[config.mk]
export PLATFORM = sky130hd
export DESIGN_NAME = usb_device_status
export DESIGN_NICKNAME = d
export VERILOG_FILES = /design/src/usb_status_pkg.sv /design/src/usb_device_status.sv
export VERILOG_INCLUDE_DIRS = /design/src
export SDC_FILE = /design/constraint.sdc
export NUM_CORES = 1
export LEC_CHECK = 0
export BUFFER_PORTS_ARGS = -buffer_cell sky130_fd_sc_hd__clkbuf_2
export CORE_ASPECT_RATIO = 0.5
export CORE_MARGIN = 1.5
export CORE_UTILIZATION = 51
export CTS_CLUSTER_SIZE = 20
export DETAILED_ROUTE_END_ITERATION = 8
export PLACE_DENSITY = 0.77
export SETUP_SLACK_MARGIN = 0.15
export SLEW_MARGIN = 10
export SYNTH_ARGS = -nofsm -noshare
export SYNTH_HDL_FRONTEND = slang
export SYNTH_SLANG_ARGS = --single-unit
export TNS_END_PERCENT = 5
[constraint.sdc]
create_clock -name hclk -period 8.9 [get_ports hclk]
set_input_delay 0.445 -clock hclk [delete_from_list [all_inputs] [get_ports hclk]]
set_output_delay 0.445 -clock hclk [all_outputs]
set_load 0.005 [all_outputs]
[src/usb_status_params.svh]
// Constants for the USB device status and reset block.
`ifndef USB_STATUS_PARAMS_SVH
`define USB_STATUS_PARAMS_SVH
`define ADDR_INT_STATUS 6'h00
`define ADDR_INT_ENABLE 6'h04
`define ADDR_ERR_ENABLE 6'h08
`define ADDR_TRANS_STATUS 6'h0c
`define ADDR_FRAME_LOW 6'h10
`define ADDR_FRAME_HIGH 6'h14
`define ADDR_CONTROL_ZERO 6'h18
`define ADDR_DEV_ADDRESS 6'h1c
`define ADDR_DEV_STATE 6'h20
`define ADDR_LP_STATUS 6'h24
`define BIT_BUS_RESET 0
`define BIT_TOKEN_DONE 3
`define BIT_FRAME_START 2
`define BIT_RESUME 5
`define BIT_CHK_ERR 1
`define BIT_PID_ERR 0
`define BIT_CHK_FLAG 6
`define BIT_PID_FLAG 7
`define BIT_MOD_RESET 7
`define BIT_DRIVE_RESUME 2
`define BIT_REG_ENABLE 6
`define BIT_CLOCK_ENABLE 4
`define BIT_LP_RESUME_EN 0
`define BIT_LP_SUSPEND 1
`define CTL0_RESET_VAL 8'h10
`define FIFO_DEPTH 4
`define FIFO_CNT_W 3
`define CLK_MHZ 20
`define BUS_RESET_NS 2500
`define BUS_RESET_CYC ((`BUS_RESET_NS * `CLK_MHZ + 999) / 1000 + 1)
`define SE0_CNT_W 6
`endif

[src/usb_status_pkg.sv]
// Types shared by the USB device status and reset block.
`default_nettype none
package usb_status_pkg;
	typedef enum logic [1:0] {dev_unconfigured, dev_addressed, dev_configured} dev_state_t;
	typedef enum logic [1:0] {line_j, line_k, line_se0, line_se1} line_state_t;
endpackage : usb_status_pkg
`default_nettype wire

[src/usb_device_status.sv]
// USB device status FIFO, frame number, bus reset, resume and control registers over AHB-Lite.
// How it works
// - Transaction status reads meaningful only while token-complete flag is set.
// - Each completed descriptor use pushes a status byte unless the queue is full.
// - Status queue is a four entry byte FIFO.
// - Clearing token-complete flag advances the FIFO to the next entry.
// - If another entry waits, token-complete flag sets again at once.
// - Status bits 7..4 hold the binary endpoint number.
// - Start-of-frame token sets the frame start flag.
// - Frame number readable through low and high registers.
// - Bus reset recognised when SE0 lasts longer than 2.5 us.
// - Bus reset returns state to unconfigured and address to zero.
// - Bus reset sets the bus reset flag; firmware must service it.
// - Module reset masks interrupts, enables clock, disables regulator.
// - Module reset bit in control zero forces the reset state.
// - Resume is driven while the drive resume bit is set.
// - K-state in low-power suspend sets resume flag and wake request.
// - Bus reset brings the device out of suspend.
// - Error enable bit 1 gates checksum errors, bit 0 PID errors.
`include "usb_status_params.svh"
`default_nettype none
module usb_device_status (
	input wire logic hclk,
	input wire logic hresetn,
	input wire logic hsel,
	input wire logic [31:0] haddr,
	input wire logic [1:0] htrans,
	input wire logic hwrite,
	input wire logic [2:0] hsize,
	input wire logic [31:0] hwdata,
	input wire logic hready,
	output logic [31:0] hrdata,
	output logic hreadyout,
	output logic hresp,
	input wire usb_status_pkg::line_state_t line_state,
	input wire logic token_done,
	input wire logic [7:0] token_status,
	input wire logic sof_seen,
	input wire logic [10:0] sof_frame,
	input wire logic checksum_error,
	input wire logic pid_error,
	output logic irq_out,
	output logic wake_req,
	output logic drive_resume,
	output logic clock_enable,
	output logic regulator_enable,
	output logic [6:0] device_address,
	output usb_status_pkg::dev_state_t device_state
);
	import usb_status_pkg::*;

	logic [7:0] fifo_mem [`FIFO_DEPTH];
	logic [1:0] rd_ptr_reg;
	logic [1:0] wr_ptr_reg;
	logic [`FIFO_CNT_W-1:0] count_reg;
	logic [7:0] int_status_reg;
	logic [7:0] int_enable_reg;
	logic [7:0] err_enable_reg;
	logic [7:0] ctl0_reg;
	logic [7:0] lp_reg;
	logic [10:0] frame_reg;
	logic [6:0] addr_reg;
	dev_state_t state_reg;
	logic [`SE0_CNT_W-1:0] se0_cnt_reg;
	logic se0_done_reg;
	logic ph_write_reg;
	logic ph_read_reg;
	logic [5:0] ph_addr_reg;
	logic [31:0] rdata_reg;
	logic irq_reg;

	// Address phase capture; the slave is always zero wait state.
	wire addr_phase = hsel & hready & htrans[1];
	wire mod_reset = ctl0_reg[`BIT_MOD_RESET];
	wire soft_rst = mod_reset;
	wire [7:0] wbyte = hwdata[7:0];
	wire wr_int_status = ph_write_reg & (ph_addr_reg == `ADDR_INT_STATUS);
	wire wr_int_enable = ph_write_reg & (ph_addr_reg == `ADDR_INT_ENABLE);
	wire wr_err_enable = ph_write_reg & (ph_addr_reg == `ADDR_ERR_ENABLE);
	wire wr_ctl0 = ph_write_reg & (ph_addr_reg == `ADDR_CONTROL_ZERO);
	wire wr_addr = ph_write_reg & (ph_addr_reg == `ADDR_DEV_ADDRESS);
	wire wr_state = ph_write_reg & (ph_addr_reg == `ADDR_DEV_STATE);
	wire wr_lp = ph_write_reg & (ph_addr_reg == `ADDR_LP_STATUS);
	wire [5:0] rd_sel = haddr[5:0];

	// SE0 length
	// Only edges that see SE0 count, so exactly 2.5 us of SE0 is ignored and one more edge resets.
	wire se0_now = (line_state == line_se0);
	wire bus_reset_pulse = se0_now & (se0_cnt_reg == `SE0_CNT_W'(`BUS_RESET_CYC - 1)) & ~se0_done_reg;

	// Token-complete flag clear by write-one; FIFO pops on that clear.
	wire tok_flag = int_status_reg[`BIT_TOKEN_DONE];
	wire tok_clear = wr_int_status & wbyte[`BIT_TOKEN_DONE] & tok_flag;
	wire fifo_full = (count_reg == `FIFO_CNT_W'(`FIFO_DEPTH));
	// A full queue drops the newest result; firmware that falls four behind loses that status.
	// push on completion
	wire fifo_push = token_done & ~fifo_full;
	wire fifo_pop = tok_clear & (count_reg != '0);
	wire [`FIFO_CNT_W-1:0] count_next = count_reg + `FIFO_CNT_W'(fifo_push) - `FIFO_CNT_W'(fifo_pop);
	// Flag reasserts while entries remain; otherwise stays clear until a push.
	wire tok_set = (count_next != '0) & (~tok_flag | tok_clear);

	wire lp_suspend = lp_reg[`BIT_LP_SUSPEND];
	wire lp_enable = lp_reg[`BIT_LP_RESUME_EN];
	wire lp_resume_evt = lp_enable & lp_suspend & (line_state == line_k);

	// Error events only latch when enabled.
	// error enables
	wire chk_evt = checksum_error & err_enable_reg[`BIT_CHK_ERR];
	wire pid_evt = pid_error & err_enable_reg[`BIT_PID_ERR];

	function automatic logic [7:0] w1c(input logic [7:0] cur, input logic [7:0] clr, input logic [7:0] set);
		w1c = (cur & ~clr) | set;
	endfunction : w1c

	// Each hardware event sets its own flag bit, and in w1c the set wins over a clear.
	wire [7:0] int_set = ({7'h00, bus_reset_pulse} << `BIT_BUS_RESET)
		| ({7'h00, sof_seen} << `BIT_FRAME_START)
		| ({7'h00, lp_resume_evt} << `BIT_RESUME)
		| ({7'h00, tok_set} << `BIT_TOKEN_DONE)
		| ({7'h00, chk_evt} << `BIT_CHK_FLAG)
		| ({7'h00, pid_evt} << `BIT_PID_FLAG);
	wire [7:0] int_clr = wr_int_status ? wbyte : 8'h00;
	wire [7:0] int_status_next = w1c(int_status_reg, int_clr, int_set);

	wire [7:0] ctl0_next = wr_ctl0 ? wbyte : ctl0_reg;
	wire [7:0] stat_view = tok_flag ? fifo_mem[rd_ptr_reg] : 8'h00;
	wire [7:0] lp_view = {lp_reg[7:3], int_status_reg[`BIT_RESUME], lp_reg[1:0]};

	// Read data is taken at the address phase, so a read never sees a write of the same data phase.
	wire [31:0] rd_mux =
		(rd_sel == `ADDR_INT_STATUS) ? {24'h000000, int_status_reg} :
		(rd_sel == `ADDR_INT_ENABLE) ? {24'h000000, int_enable_reg} :
		(rd_sel == `ADDR_ERR_ENABLE) ? {24'h000000, err_enable_reg} :
		(rd_sel == `ADDR_TRANS_STATUS) ? {24'h000000, stat_view} :
		(rd_sel == `ADDR_FRAME_LOW) ? {24'h000000, frame_reg[7:0]} :
		(rd_sel == `ADDR_FRAME_HIGH) ? {29'h00000000, frame_reg[10:8]} :
		(rd_sel == `ADDR_CONTROL_ZERO) ? {24'h000000, ctl0_reg} :
		(rd_sel == `ADDR_DEV_ADDRESS) ? {25'h0000000, addr_reg} :
		(rd_sel == `ADDR_DEV_STATE) ? {30'h00000000, state_reg} :
		(rd_sel == `ADDR_LP_STATUS) ? {24'h000000, lp_view} : 32'h00000000;

	always_ff @(posedge hclk or negedge hresetn) begin
		if (!hresetn) begin
			ph_write_reg <= 1'b0;
			ph_read_reg <= 1'b0;
			ph_addr_reg <= 6'h00;
			rdata_reg <= 32'h00000000;
		end else begin
			ph_write_reg <= addr_phase & hwrite;
			ph_read_reg <= addr_phase & ~hwrite;
			ph_addr_reg <= haddr[5:0];
			if (addr_phase & ~hwrite) begin
				rdata_reg <= rd_mux;
			end
		end
	end

	// The counter stops once the reset is flagged, so a long SE0 raises the flag only once.
	// SE0 timer
	always_ff @(posedge hclk or negedge hresetn) begin
		if (!hresetn) begin
			se0_cnt_reg <= '0;
			se0_done_reg <= 1'b0;
		end else if (!se0_now) begin
			se0_cnt_reg <= '0;
			se0_done_reg <= 1'b0;
		end else if (bus_reset_pulse) begin
			se0_done_reg <= 1'b1;
		end else if (!se0_done_reg) begin
			se0_cnt_reg <= se0_cnt_reg + `SE0_CNT_W'(1);
		end
	end

	always_ff @(posedge hclk) begin
		if (fifo_push) begin
			fifo_mem[wr_ptr_reg] <= token_status;
		end
	end

	// A bus reset also empties the queue, since older results belong to a lost configuration.
	always_ff @(posedge hclk or negedge hresetn) begin
		if (!hresetn) begin
			rd_ptr_reg <= 2'h0;
			wr_ptr_reg <= 2'h0;
			count_reg <= '0;
		end else if (soft_rst || bus_reset_pulse) begin
			rd_ptr_reg <= 2'h0;
			wr_ptr_reg <= 2'h0;
			count_reg <= '0;
		end else begin
			rd_ptr_reg <= rd_ptr_reg + 2'(fifo_pop);
			wr_ptr_reg <= wr_ptr_reg + 2'(fifo_push);
			count_reg <= count_next;
		end
	end

	// flags set wins over write-one clear
	always_ff @(posedge hclk or negedge hresetn) begin
		if (!hresetn) begin
			int_status_reg <= 8'h00;
		end else if (soft_rst) begin
			int_status_reg <= 8'h00;
		end else begin
			int_status_reg <= int_status_next;
		end
	end

	// module reset defaults; reset bit holds everything else in reset
	always_ff @(posedge hclk or negedge hresetn) begin
		if (!hresetn) begin
			ctl0_reg <= `CTL0_RESET_VAL;
			int_enable_reg <= 8'h00;
			err_enable_reg <= 8'h00;
		end else if (soft_rst) begin
			ctl0_reg <= wr_ctl0 ? wbyte : (`CTL0_RESET_VAL | (8'h01 << `BIT_MOD_RESET));
			int_enable_reg <= 8'h00;
			err_enable_reg <= 8'h00;
		end else begin
			ctl0_reg <= ctl0_next;
			if (wr_int_enable) begin
				int_enable_reg <= wbyte;
			end
			if (wr_err_enable) begin
				err_enable_reg <= wbyte;
			end
		end
	end

	always_ff @(posedge hclk or negedge hresetn) begin
		if (!hresetn) begin
			frame_reg <= 11'h000;
		end else if (soft_rst) begin
			frame_reg <= 11'h000;
		end else if (sof_seen) begin
			frame_reg <= sof_frame;
		end
	end

	// bus reset to unconfigured; bus reset leaves suspend
	always_ff @(posedge hclk or negedge hresetn) begin
		if (!hresetn) begin
			addr_reg <= 7'h00;
			state_reg <= dev_unconfigured;
			lp_reg <= 8'h00;
		end else if (soft_rst || bus_reset_pulse) begin
			addr_reg <= 7'h00;
			state_reg <= dev_unconfigured;
			lp_reg <= 8'h00;
		end else begin
			if (wr_addr) begin
				addr_reg <= wbyte[6:0];
			end
			if (wr_state) begin
				state_reg <= dev_state_t'(wbyte[1:0]);
			end
			// A K-state in the cycle of a write still ends suspend, so a wake is never lost.
			if (wr_lp) begin
				lp_reg <= {5'h00, 1'b0, wbyte[`BIT_LP_SUSPEND] & ~lp_resume_evt, wbyte[`BIT_LP_RESUME_EN]};
			end else if (lp_resume_evt) begin
				lp_reg[`BIT_LP_SUSPEND] <= 1'b0;
			end
		end
	end

	// Interrupt line combines flags with enables; masked after module reset.
	always_ff @(posedge hclk or negedge hresetn) begin
		if (!hresetn) begin
			irq_reg <= 1'b0;
			wake_req <= 1'b0;
		end else begin
			irq_reg <= |(int_status_next & int_enable_reg) & ~soft_rst;
			wake_req <= lp_resume_evt;
		end
	end

	assign hrdata = rdata_reg;
	// Every transfer ends with no wait state and an OKAY response, so these stay constant.
	assign hreadyout = 1'b1;
	assign hresp = 1'b0;
	assign irq_out = irq_reg;
	assign drive_resume = ctl0_reg[`BIT_DRIVE_RESUME];
	assign clock_enable = ctl0_reg[`BIT_CLOCK_ENABLE];
	assign regulator_enable = ctl0_reg[`BIT_REG_ENABLE];
	assign device_address = addr_reg;
	assign device_state = state_reg;

	tok_reassert_a: assert property (@(posedge hclk) disable iff (!hresetn)
		tok_clear && count_reg > 1 && !soft_rst |=> int_status_reg[`BIT_TOKEN_DONE]) else $error("token flag not reasserted");
	tok_empty_a: assert property (@(posedge hclk) disable iff (!hresetn)
		tok_clear && count_reg == 1 && !token_done |=> !int_status_reg[`BIT_TOKEN_DONE]) else $error("token flag set on empty fifo");
	fifo_bound_a: assert property (@(posedge hclk) disable iff (!hresetn)
		count_reg <= `FIFO_DEPTH) else $error("fifo overflow");
	reset_delay_a: assert property (@(posedge hclk) disable iff (!hresetn)
		$rose(int_status_reg[`BIT_BUS_RESET]) |-> $past(se0_now, 2)) else $error("bus reset too early");
	addr_clear_a: assert property (@(posedge hclk) disable iff (!hresetn)
		bus_reset_pulse |=> addr_reg == 7'h00 && state_reg == dev_unconfigured) else $error("bus reset missed");
	frame_flag_a: assert property (@(posedge hclk) disable iff (!hresetn)
		sof_seen && !soft_rst |=> int_status_reg[`BIT_FRAME_START] && frame_reg == $past(sof_frame)) else $error("frame");
	err_gate_a: assert property (@(posedge hclk) disable iff (!hresetn)
		checksum_error && !err_enable_reg[`BIT_CHK_ERR] && !soft_rst && !int_status_reg[`BIT_CHK_FLAG] && !wr_int_status
		|=> !int_status_reg[`BIT_CHK_FLAG]) else $error("checksum error not gated");
	mod_mask_a: assert property (@(posedge hclk) disable iff (!hresetn)
		soft_rst |=> int_enable_reg == 8'h00 && !irq_out) else $error("module reset did not mask");
	wake_k_a: assert property (@(posedge hclk) disable iff (!hresetn)
		lp_resume_evt |=> wake_req && !lp_reg[`BIT_LP_SUSPEND]) else $error("resume wake missed");

	// Queue order: a push into an empty queue is shown at once, pops advance, a full queue drops.
	push_first_a: assert property (@(posedge hclk) disable iff (!hresetn)
		fifo_push && count_reg == '0 && !soft_rst && !bus_reset_pulse |=> tok_flag && stat_view == $past(token_status)) else $error("first status not shown");
	drop_full_a: assert property (@(posedge hclk) disable iff (!hresetn)
		fifo_full && token_done && !fifo_pop && !soft_rst && !bus_reset_pulse |=> count_reg == `FIFO_CNT_W'(`FIFO_DEPTH)) else $error("full queue changed");
	pop_next_a: assert property (@(posedge hclk) disable iff (!hresetn)
		fifo_pop && !soft_rst && !bus_reset_pulse |=> rd_ptr_reg == $past(rd_ptr_reg) + 2'h1) else $error("pop did not advance");

	// Bus reset and suspend.
	bus_flag_a: assert property (@(posedge hclk) disable iff (!hresetn)
		bus_reset_pulse && !soft_rst |=> int_status_reg[`BIT_BUS_RESET]) else $error("bus reset flag missed");
	suspend_exit_a: assert property (@(posedge hclk) disable iff (!hresetn)
		bus_reset_pulse && lp_suspend |=> !lp_reg[`BIT_LP_SUSPEND]) else $error("bus reset kept suspend");
	resume_flag_a: assert property (@(posedge hclk) disable iff (!hresetn)
		lp_resume_evt && !soft_rst |=> int_status_reg[`BIT_RESUME]) else $error("resume flag missed");

	// Module reset defaults, control bits, the PID error gate and the frame register.
	default_cfg_a: assert property (@(posedge hclk) disable iff (!hresetn)
		soft_rst && !wr_ctl0 |=> clock_enable && !regulator_enable && ctl0_reg[`BIT_MOD_RESET]) else $error("module reset defaults wrong");
	mod_clear_a: assert property (@(posedge hclk) disable iff (!hresetn)
		soft_rst |=> count_reg == '0 && int_status_reg == 8'h00 && frame_reg == 11'h000) else $error("module reset left state");
	pid_gate_a: assert property (@(posedge hclk) disable iff (!hresetn)
		pid_error && !err_enable_reg[`BIT_PID_ERR] && !soft_rst && !int_status_reg[`BIT_PID_FLAG] && !wr_int_status
		|=> !int_status_reg[`BIT_PID_FLAG]) else $error("pid error not gated");
	resume_pin_a: assert property (@(posedge hclk) disable iff (!hresetn)
		wr_ctl0 |=> drive_resume == $past(wbyte[`BIT_DRIVE_RESUME])) else $error("resume drive not written");
	frame_hold_a: assert property (@(posedge hclk) disable iff (!hresetn)
		!sof_seen && !soft_rst |=> frame_reg == $past(frame_reg)) else $error("frame number changed");
	drop_c: cover property (@(posedge hclk) disable iff (!hresetn) fifo_full && token_done);
	fifo_fill_c: cover property (@(posedge hclk) disable iff (!hresetn) count_reg == `FIFO_DEPTH);
	reassert_c: cover property (@(posedge hclk) disable iff (!hresetn) tok_clear && count_reg == 2);
	bus_reset_c: cover property (@(posedge hclk) disable iff (!hresetn) bus_reset_pulse);
	resume_c: cover property (@(posedge hclk) disable iff (!hresetn) lp_resume_evt);
endmodule : usb_device_status
`default_nettype wire

# Word level (Yosys, flattened, before mapping)

Memory sizes are Yosys's and may differ from the RTL's.
Index checks and enable logic that the tools add are counted.

Memory bits (writable): 32
Register bits after elaboration: 115
Bits in read-only memories: 0
Latch bits: 0
Logic and storage cells: 144
Output and inout port bits: 48
Memories kept: 1
Input port bits: 99

Memories:

| name     | depth | bits a word | read ports | clocked after Yosys merged registers in | write ports | RTL line                | text |
|---|---|---|---|---|---|---|---|
| fifo_mem | 4     | 8           | 1          | 0                                       | 1           | usb_device_status.sv:52 | `` logic [7:0] fifo_mem [`FIFO_DEPTH]; `` |

$add $sub $neg: 5
Eq/ne operators: 22
Shift operators: 0
Reduce and logical (&&, ||, !) cells: 15
Multiply operators: 0
Divide/modulo/power cells: 0
Magnitude comparators: 0
Bitwise logic cells: 40
Mux-type cells: 41

Operator list:

| kind                                           | count |
|---|---|
| 2-to-1 mux 8 bit                               | 21 |
| == test 6 x 5 -> 1 bit (second input constant) | 6 |
| == test 6 bit (second input constant)          | 5 |
| AND 1 bit                                      | 24 |
| 2-to-1 mux 6 bit                               | 4 |
| 2-to-1 mux 11 bit                              | 2 |
| == test 6 x 4 -> 1 bit (second input constant) | 3 |
| AND 8 bit                                      | 2 |
| 2-to-1 mux 7 bit                               | 2 |
| nonzero test 2 bit                             | 7 |
| == test 6 x 3 -> 1 bit (second input constant) | 2 |
| zero test 6 bit                                | 2 |
| nonzero test 3 bit                             | 3 |
| 2-to-1 mux 2 bit                               | 4 |
| NOT 8 bit                                      | 1 |
| OR 7 x 8 -> 8 bit                              | 1 |
| OR 8 bit                                       | 1 |
| OR reduction 8 bit                             | 1 |
| 2-to-1 mux 1 bit                               | 7 |
| OR 6 x 7 -> 7 bit                              | 1 |
| adder 6 x 1 -> 6 bit (second input constant)   | 1 |
| NOT 1 bit                                      | 6 |
| OR 3 x 6 -> 6 bit                              | 1 |
| OR 6 x 4 -> 6 bit                              | 1 |
| other kinds (13)                               | 15 |

# Logic depth before layout (Yosys ltp)

Word-level depth: 15
Mapped depth: 12
Depth with buffers taken out: 12

# Least setup slack after synthesis

No wires, ideal clock.

Path type: flip-flop to flip-flop
From: register ph_addr_reg[3]
To: register irq_reg, in the netlist irq_out
Path buffers: 0
Required time: 8.771 ns
Data arrival time: 2.983 ns
Stages on the path, launching flop included: 13
Slack: 5.787 ns
Period minus slack after synthesis: 3.113 ns
Setup time: 0.129 ns
Cells stage by stage: dfrtp_1 nor4b_4 nand3_4 nor2_1 ha_1 inv_1 ha_1 fa_1 xnor2_1 xnor2_1 a2111oi_4 o21ai_1 o41a_1

Cells in the longest elaborated chain, start to end: 15
Elaborated cells on any way between the ends: 19
Classes of those cells: add/sub: 1; mux: 1; bitwise: 14; reduce/logical: 3

RTL lines:

| what                                 | RTL line                 | text |
|---|---|---|
| start: declaration                   | usb_device_status.sv:68  | `logic [5:0] ph_addr_reg;` |
| start signal: assignment             | usb_device_status.sv:152 | `ph_addr_reg <= haddr[5:0];` |
| zero test 6 bit (no source line) (*) | n/a                      |  |
| AND 1 bit (*)                        | usb_device_status.sv:77  | `` wire wr_int_status = ph_write_reg & (ph_addr_reg == `ADDR_INT_STATUS); `` |
| AND 1 bit (2 in series)              | usb_device_status.sv:93  | `` wire tok_clear = wr_int_status & wbyte[`BIT_TOKEN_DONE] & tok_flag; `` |
| AND 1 bit                            | usb_device_status.sv:98  | `wire fifo_pop = tok_clear & (count_reg != '0);` |
| subtractor 3 x 1 -> 3 bit            | usb_device_status.sv:99  | `` wire [`FIFO_CNT_W-1:0] count_next = count_reg + `FIFO_CNT_W'(fifo_push) - `FIFO_CNT_W'(fifo_pop); `` |
| nonzero test 3 bit                   | usb_device_status.sv:101 | `wire tok_set = (count_next != '0) & (~tok_flag \| tok_clear);` |
| AND 1 bit                            | usb_device_status.sv:101 |  |
| OR 6 x 4 -> 6 bit                    | usb_device_status.sv:117 | `` wire [7:0] int_set = ({7'h00, bus_reset_pulse} << `BIT_BUS_RESET) `` |
| OR 6 x 7 -> 7 bit                    | usb_device_status.sv:117 |  |
| OR 7 x 8 -> 8 bit                    | usb_device_status.sv:117 |  |
| OR 8 bit (*)                         | usb_device_status.sv:113 | `w1c = (cur & ~clr) \| set;` |
| AND 8 bit (*)                        | usb_device_status.sv:272 | `irq_reg <= \|(int_status_next & int_enable_reg) & ~soft_rst;` |
| OR reduction 8 bit (*)               | usb_device_status.sv:272 |  |
| AND 1 bit (*)                        | usb_device_status.sv:272 |  |
| end signal: assignment               | usb_device_status.sv:272 |  |
| end: declaration                     | usb_device_status.sv:70  | `logic irq_reg;` |

Mark *: on every way between the ends. The rest lies on a longest branch, timed or not.
A chain may end at the register's enable or synchronous reset.

# Worst setup path after layout

Same ends and word-level chain as after synthesis.

==> flow_metrics.env <==
export IMPL_post_cts_resized_instances=0
export IMPL_power_leakage_nw=2.93
export IMPL_chipWidth_um=152
export IMPL_n_antenna_cell=0
export IMPL_flow_area_growth_from_synthesis_pct=17.3
export IMPL_number_of_flip_flops_in_the_largest_register=32
export IMPL_detail_route_vias_per_cell=5.77
export IMPL_finalSetupViolCount=0
export IMPL_clock_skew_final_ps=6.03
export IMPL_synth_edff_count=32
export IMPL_synth_cell_area_um2=5660
export IMPL_timing_max_slew_rel_slack=0.200
export IMPL_ys_top_cells_by_area="sky130_fd_sc_hd__dfrtp_1, sky130_fd_sc_hd__edfxtp_1, sky130_fd_sc_hd__mux2i_1"
export IMPL_final_hold_violation_count=0
export IMPL_detail_route_wl_per_cell_um=17.7
export IMPL_floorplan_core_area_um2=10500
export IMPL_final_net_count=680
export IMPL_clkTransAtPathRegs_ps=50
export IMPL_data_arrival_time_of_the_critical_path_ps=3540
export IMPL_worst_ep_required_time_ps=9190
export IMPL_vias_in_the_first_global_route=4056
export IMPL_worst_hold_path_type="primary input to flop"
export IMPL_routability_congestion_estimate_from_global_placement=0.909
export IMPL_layout_worst_path_cycle_share=0.366
export IMPL_count_of_maximum_capacitance_violations=0
export IMPL_synth_seq_cells=117
export IMPL_cts_root_to_sink_buffers=2
export IMPL_postSynth_asyncResetShare=0.726
export IMPL_avgSynthCellArea_um2=11.2
export IMPL_synth_top_cell_area_share=0.372
export IMPL_timing_worst_slew_pin_value_ps=1190
export IMPL_gr_total_overflow=0
export IMPL_first_pass_iters=6
export IMPL_syn_instance_count=506
export IMPL_critPathMaxFanout=10
export IMPL_start_kind="flop"
export IMPL_grt_use_total=0.233
export IMPL_critPathKind="flop to flop"
export IMPL_ir_worst_vdd_uv=155
export IMPL_cts_buffers=17
export IMPL_clock_sinks=117
export IMPL_input_output_buffers=66
export IMPL_grt_pass1_wl_um=20900
export IMPL_postcts_setup_bufs=0
export IMPL_achievable_frequency_mhz=307
export IMPL_dominantRegCellSynth="sky130_fd_sc_hd__dfrtp_1"
export IMPL_library_cell_occupying_the_most_area_in_the_post_synthesis_netlist="sky130_fd_sc_hd__dfrtp_1"
export IMPL_design_power_total_w=0.00133
export IMPL_run_status="finished, final reports clean"
export IMPL_floorplan_rows=26
export IMPL_drive_above_1_share=0.199
export IMPL_grt_start_max_net_pins=57
export IMPL_total_routed_wirelength_um=12900
export IMPL_final_period_minus_worst_setup_slack_ps=3260
export IMPL_die_area_um2=11800
export IMPL_num_io_pins=147
export IMPL_htree_levels=4
export IMPL_critPathMaxStageDelay_ps=420
export IMPL_yosysWarningCount=0
export IMPL_synthDistinctLibCells=59
export IMPL_cts_tree="built"
export IMPL_cts_root_buffer_cell="sky130_fd_sc_hd__clkbuf_16"
export IMPL_iteration_0_drc_count_of_the_detailed_router=301
export IMPL_path_cells="nor4b_4, buf_4, nand3_4, nor2_1, ha_1, inv_1, ha_1, fa_1, xnor2_1, xnor2_1, a2111oi_4, o21ai_1, o41a_1"
export IMPL_setup_tns_ps=0
export IMPL_detail_route_drc_violations=0
export IMPL_worst_setup_path_end_kind="flop"
export IMPL_hpwl_um=8900
export IMPL_antenna_found_initial=0
export IMPL_slew_viols_final=0
export IMPL_floorplan_initialDensity=0.538
export IMPL_power_per_cell_area_nw_per_um2=201
export IMPL_cts_hold_fix_buffers=1
export IMPL_insertion_delay_ps=420
export IMPL_synth_yosys_seq_area_share=0.546
export IMPL_drtAntennaViolNets=0
export IMPL_routed_via_count=4195
export IMPL_grt_setup_unrepaired="false"
export IMPL_die_height_um=77.5
export IMPL_critical_path_slowest_cell="sky130_fd_sc_hd__dfrtp_1"
## path summary, 6_finish.rpt
path	slack, ps	cells after the start	endpoint	start
max	5640	13	irq_out	ph_addr_reg[3]
min	210	1	ph_addr_reg[1]	haddr[1]
max reg2reg	5640	13	irq_out	ph_addr_reg[3]
min reg2reg	520	2	hrdata[1]	hrdata[1]
max in group asynchronous	7370	3	int_status_reg[2]	hresetn
min in group asynchronous	500	2	device_address[4]	hresetn
## area by class of cell
| type | count | area, um2 |
|---|---|---|
| inverters | 15 | 56.3 |
| multi-input cells | 349 | 2330 |
| clock buffers | 18 | 429 |
| repair buffers | 74 | 395 |
| well taps | 140 | 175 |
| flip-flops and latches | 117 | 3090 |
| clock inverters | 14 | 160 |
| fillers | 789 | 3870 |
## metal layers
| metal | vias to the layer above | GRT usage | share of wire |
|---|---|---|---|
| li1 | 1901 | - | - |
| met2 | 206 | 0.366 | 0.47 |
| met3 | 37 | 0.0570 | 0.070 |
| met1 | 2051 | 0.305 | 0.43 |
| met4 | 0 | 0.117 | 0.026 |
| met5 | - | 0 | 0 |
## synth_stat cells (all sizes together), types with 2 or more instances
cell     instances
inv             15
nor3b            4
and2             8
conb             2
clkbuf          17
dfrtp           84
edfxtp          32
a22oi            4
o21ai           19
ha               6
buf             32
o22ai            8
nand2           35
a21o             2
and4b            2
mux4             7
a32o             2
a311oi           2
and3b            2
a32oi            2
and3             6
nand3           14
nor4bb           5
a21oi           21
nand4b           2
nand2b           5
o2bb2ai          6
o31ai            3
nor2            63
nor4             3
xnor2            5
xor2             3
a211o            2
mux2i           42
nor4b            3
nor2b            8
nor3             5
or3              3
a31oi            8
## layout by cell type, fill, tap and decap left out, types with 4 or more instances in the layout
master and n:
sky130_fd_sc_hd__nand3_1 13, sky130_fd_sc_hd__nand2_1 35, sky130_fd_sc_hd__nor3b_1 4, sky130_fd_sc_hd__nor2_1 63
sky130_fd_sc_hd__ha_1 6, sky130_fd_sc_hd__conb_1 26, sky130_fd_sc_hd__mux2i_1 42, sky130_fd_sc_hd__inv_1 15
sky130_fd_sc_hd__o2bb2ai_1 6, sky130_fd_sc_hd__xnor2_1 5, sky130_fd_sc_hd__mux4_2 7, sky130_fd_sc_hd__a31oi_1 8
sky130_fd_sc_hd__a22oi_1 4, sky130_fd_sc_hd__o21ai_0 17, sky130_fd_sc_hd__edfxtp_1 32, sky130_fd_sc_hd__nand2b_1 5
sky130_fd_sc_hd__and2_1 8, sky130_fd_sc_hd__nor4bb_1 5, sky130_fd_sc_hd__o22ai_1 8, sky130_fd_sc_hd__nor2b_1 8
sky130_fd_sc_hd__clkinvlp_4 4, sky130_fd_sc_hd__dfrtp_1 84, sky130_fd_sc_hd__nor3_1 4, sky130_fd_sc_hd__clkbuf_16 17
sky130_fd_sc_hd__and3_1 6, sky130_fd_sc_hd__clkbuf_2 65, sky130_fd_sc_hd__a21oi_1 21, sky130_fd_sc_hd__buf_4 8
## report_power, final
group          leakage, nW  internal (W)  switching, W
sequential            1.45      0.000564    0.00000738
clock                0.277      0.000437      0.000247
combinational         1.20     0.0000285     0.0000500
## worst max-delay path: cells and delay by family (launching register included)
family	cells	cell delay, ps
DFF	1	420
AOI/OAI and AO/OA	3	870
adders and majority gates	3	720
xor gates and xnor gates	2	310
buffers and inverters	2	270
and+or+nand+nor	3	540
## logic make-up (layout without fill, tap and decap cells)
kind of cell | after synthesis | count (layout) | share of synthesized area
and+or+nand+nor | 171 | 171 | 0.156
DFF | 117 | 117 | 0.546
AOI/OAI and AO/OA | 88 | 88 | 0.105
buffers and inverters | 64 | 121 | 0.0602
muxes | 49 | 49 | 0.102
xor gates and xnor gates | 8 | 8 | 0.0124
adders and majority gates | 7 | 7 | 0.0168
other | 2 | 26 | 0.00133
## metrics by stage
stage | cells | utilization | area (um2) | setup WS [ps] | hold WS, ps
after floorplan | 530 | - | 5750 | 5790 | 149
after global placement | 694 | 0.574 | 6040 | 5670 | 391
after detailed placement | 694 | 0.574 | 6040 | 5650 | 396
after CTS | 727 | 0.631 | 6640 | 5630 | 193
after global routing | 727 | 0.631 | 6640 | 5470 | 208
final | 727 | 0.631 | 6640 | 5640 | 208
No activity file was read; power rests on OpenSTA's default activity.
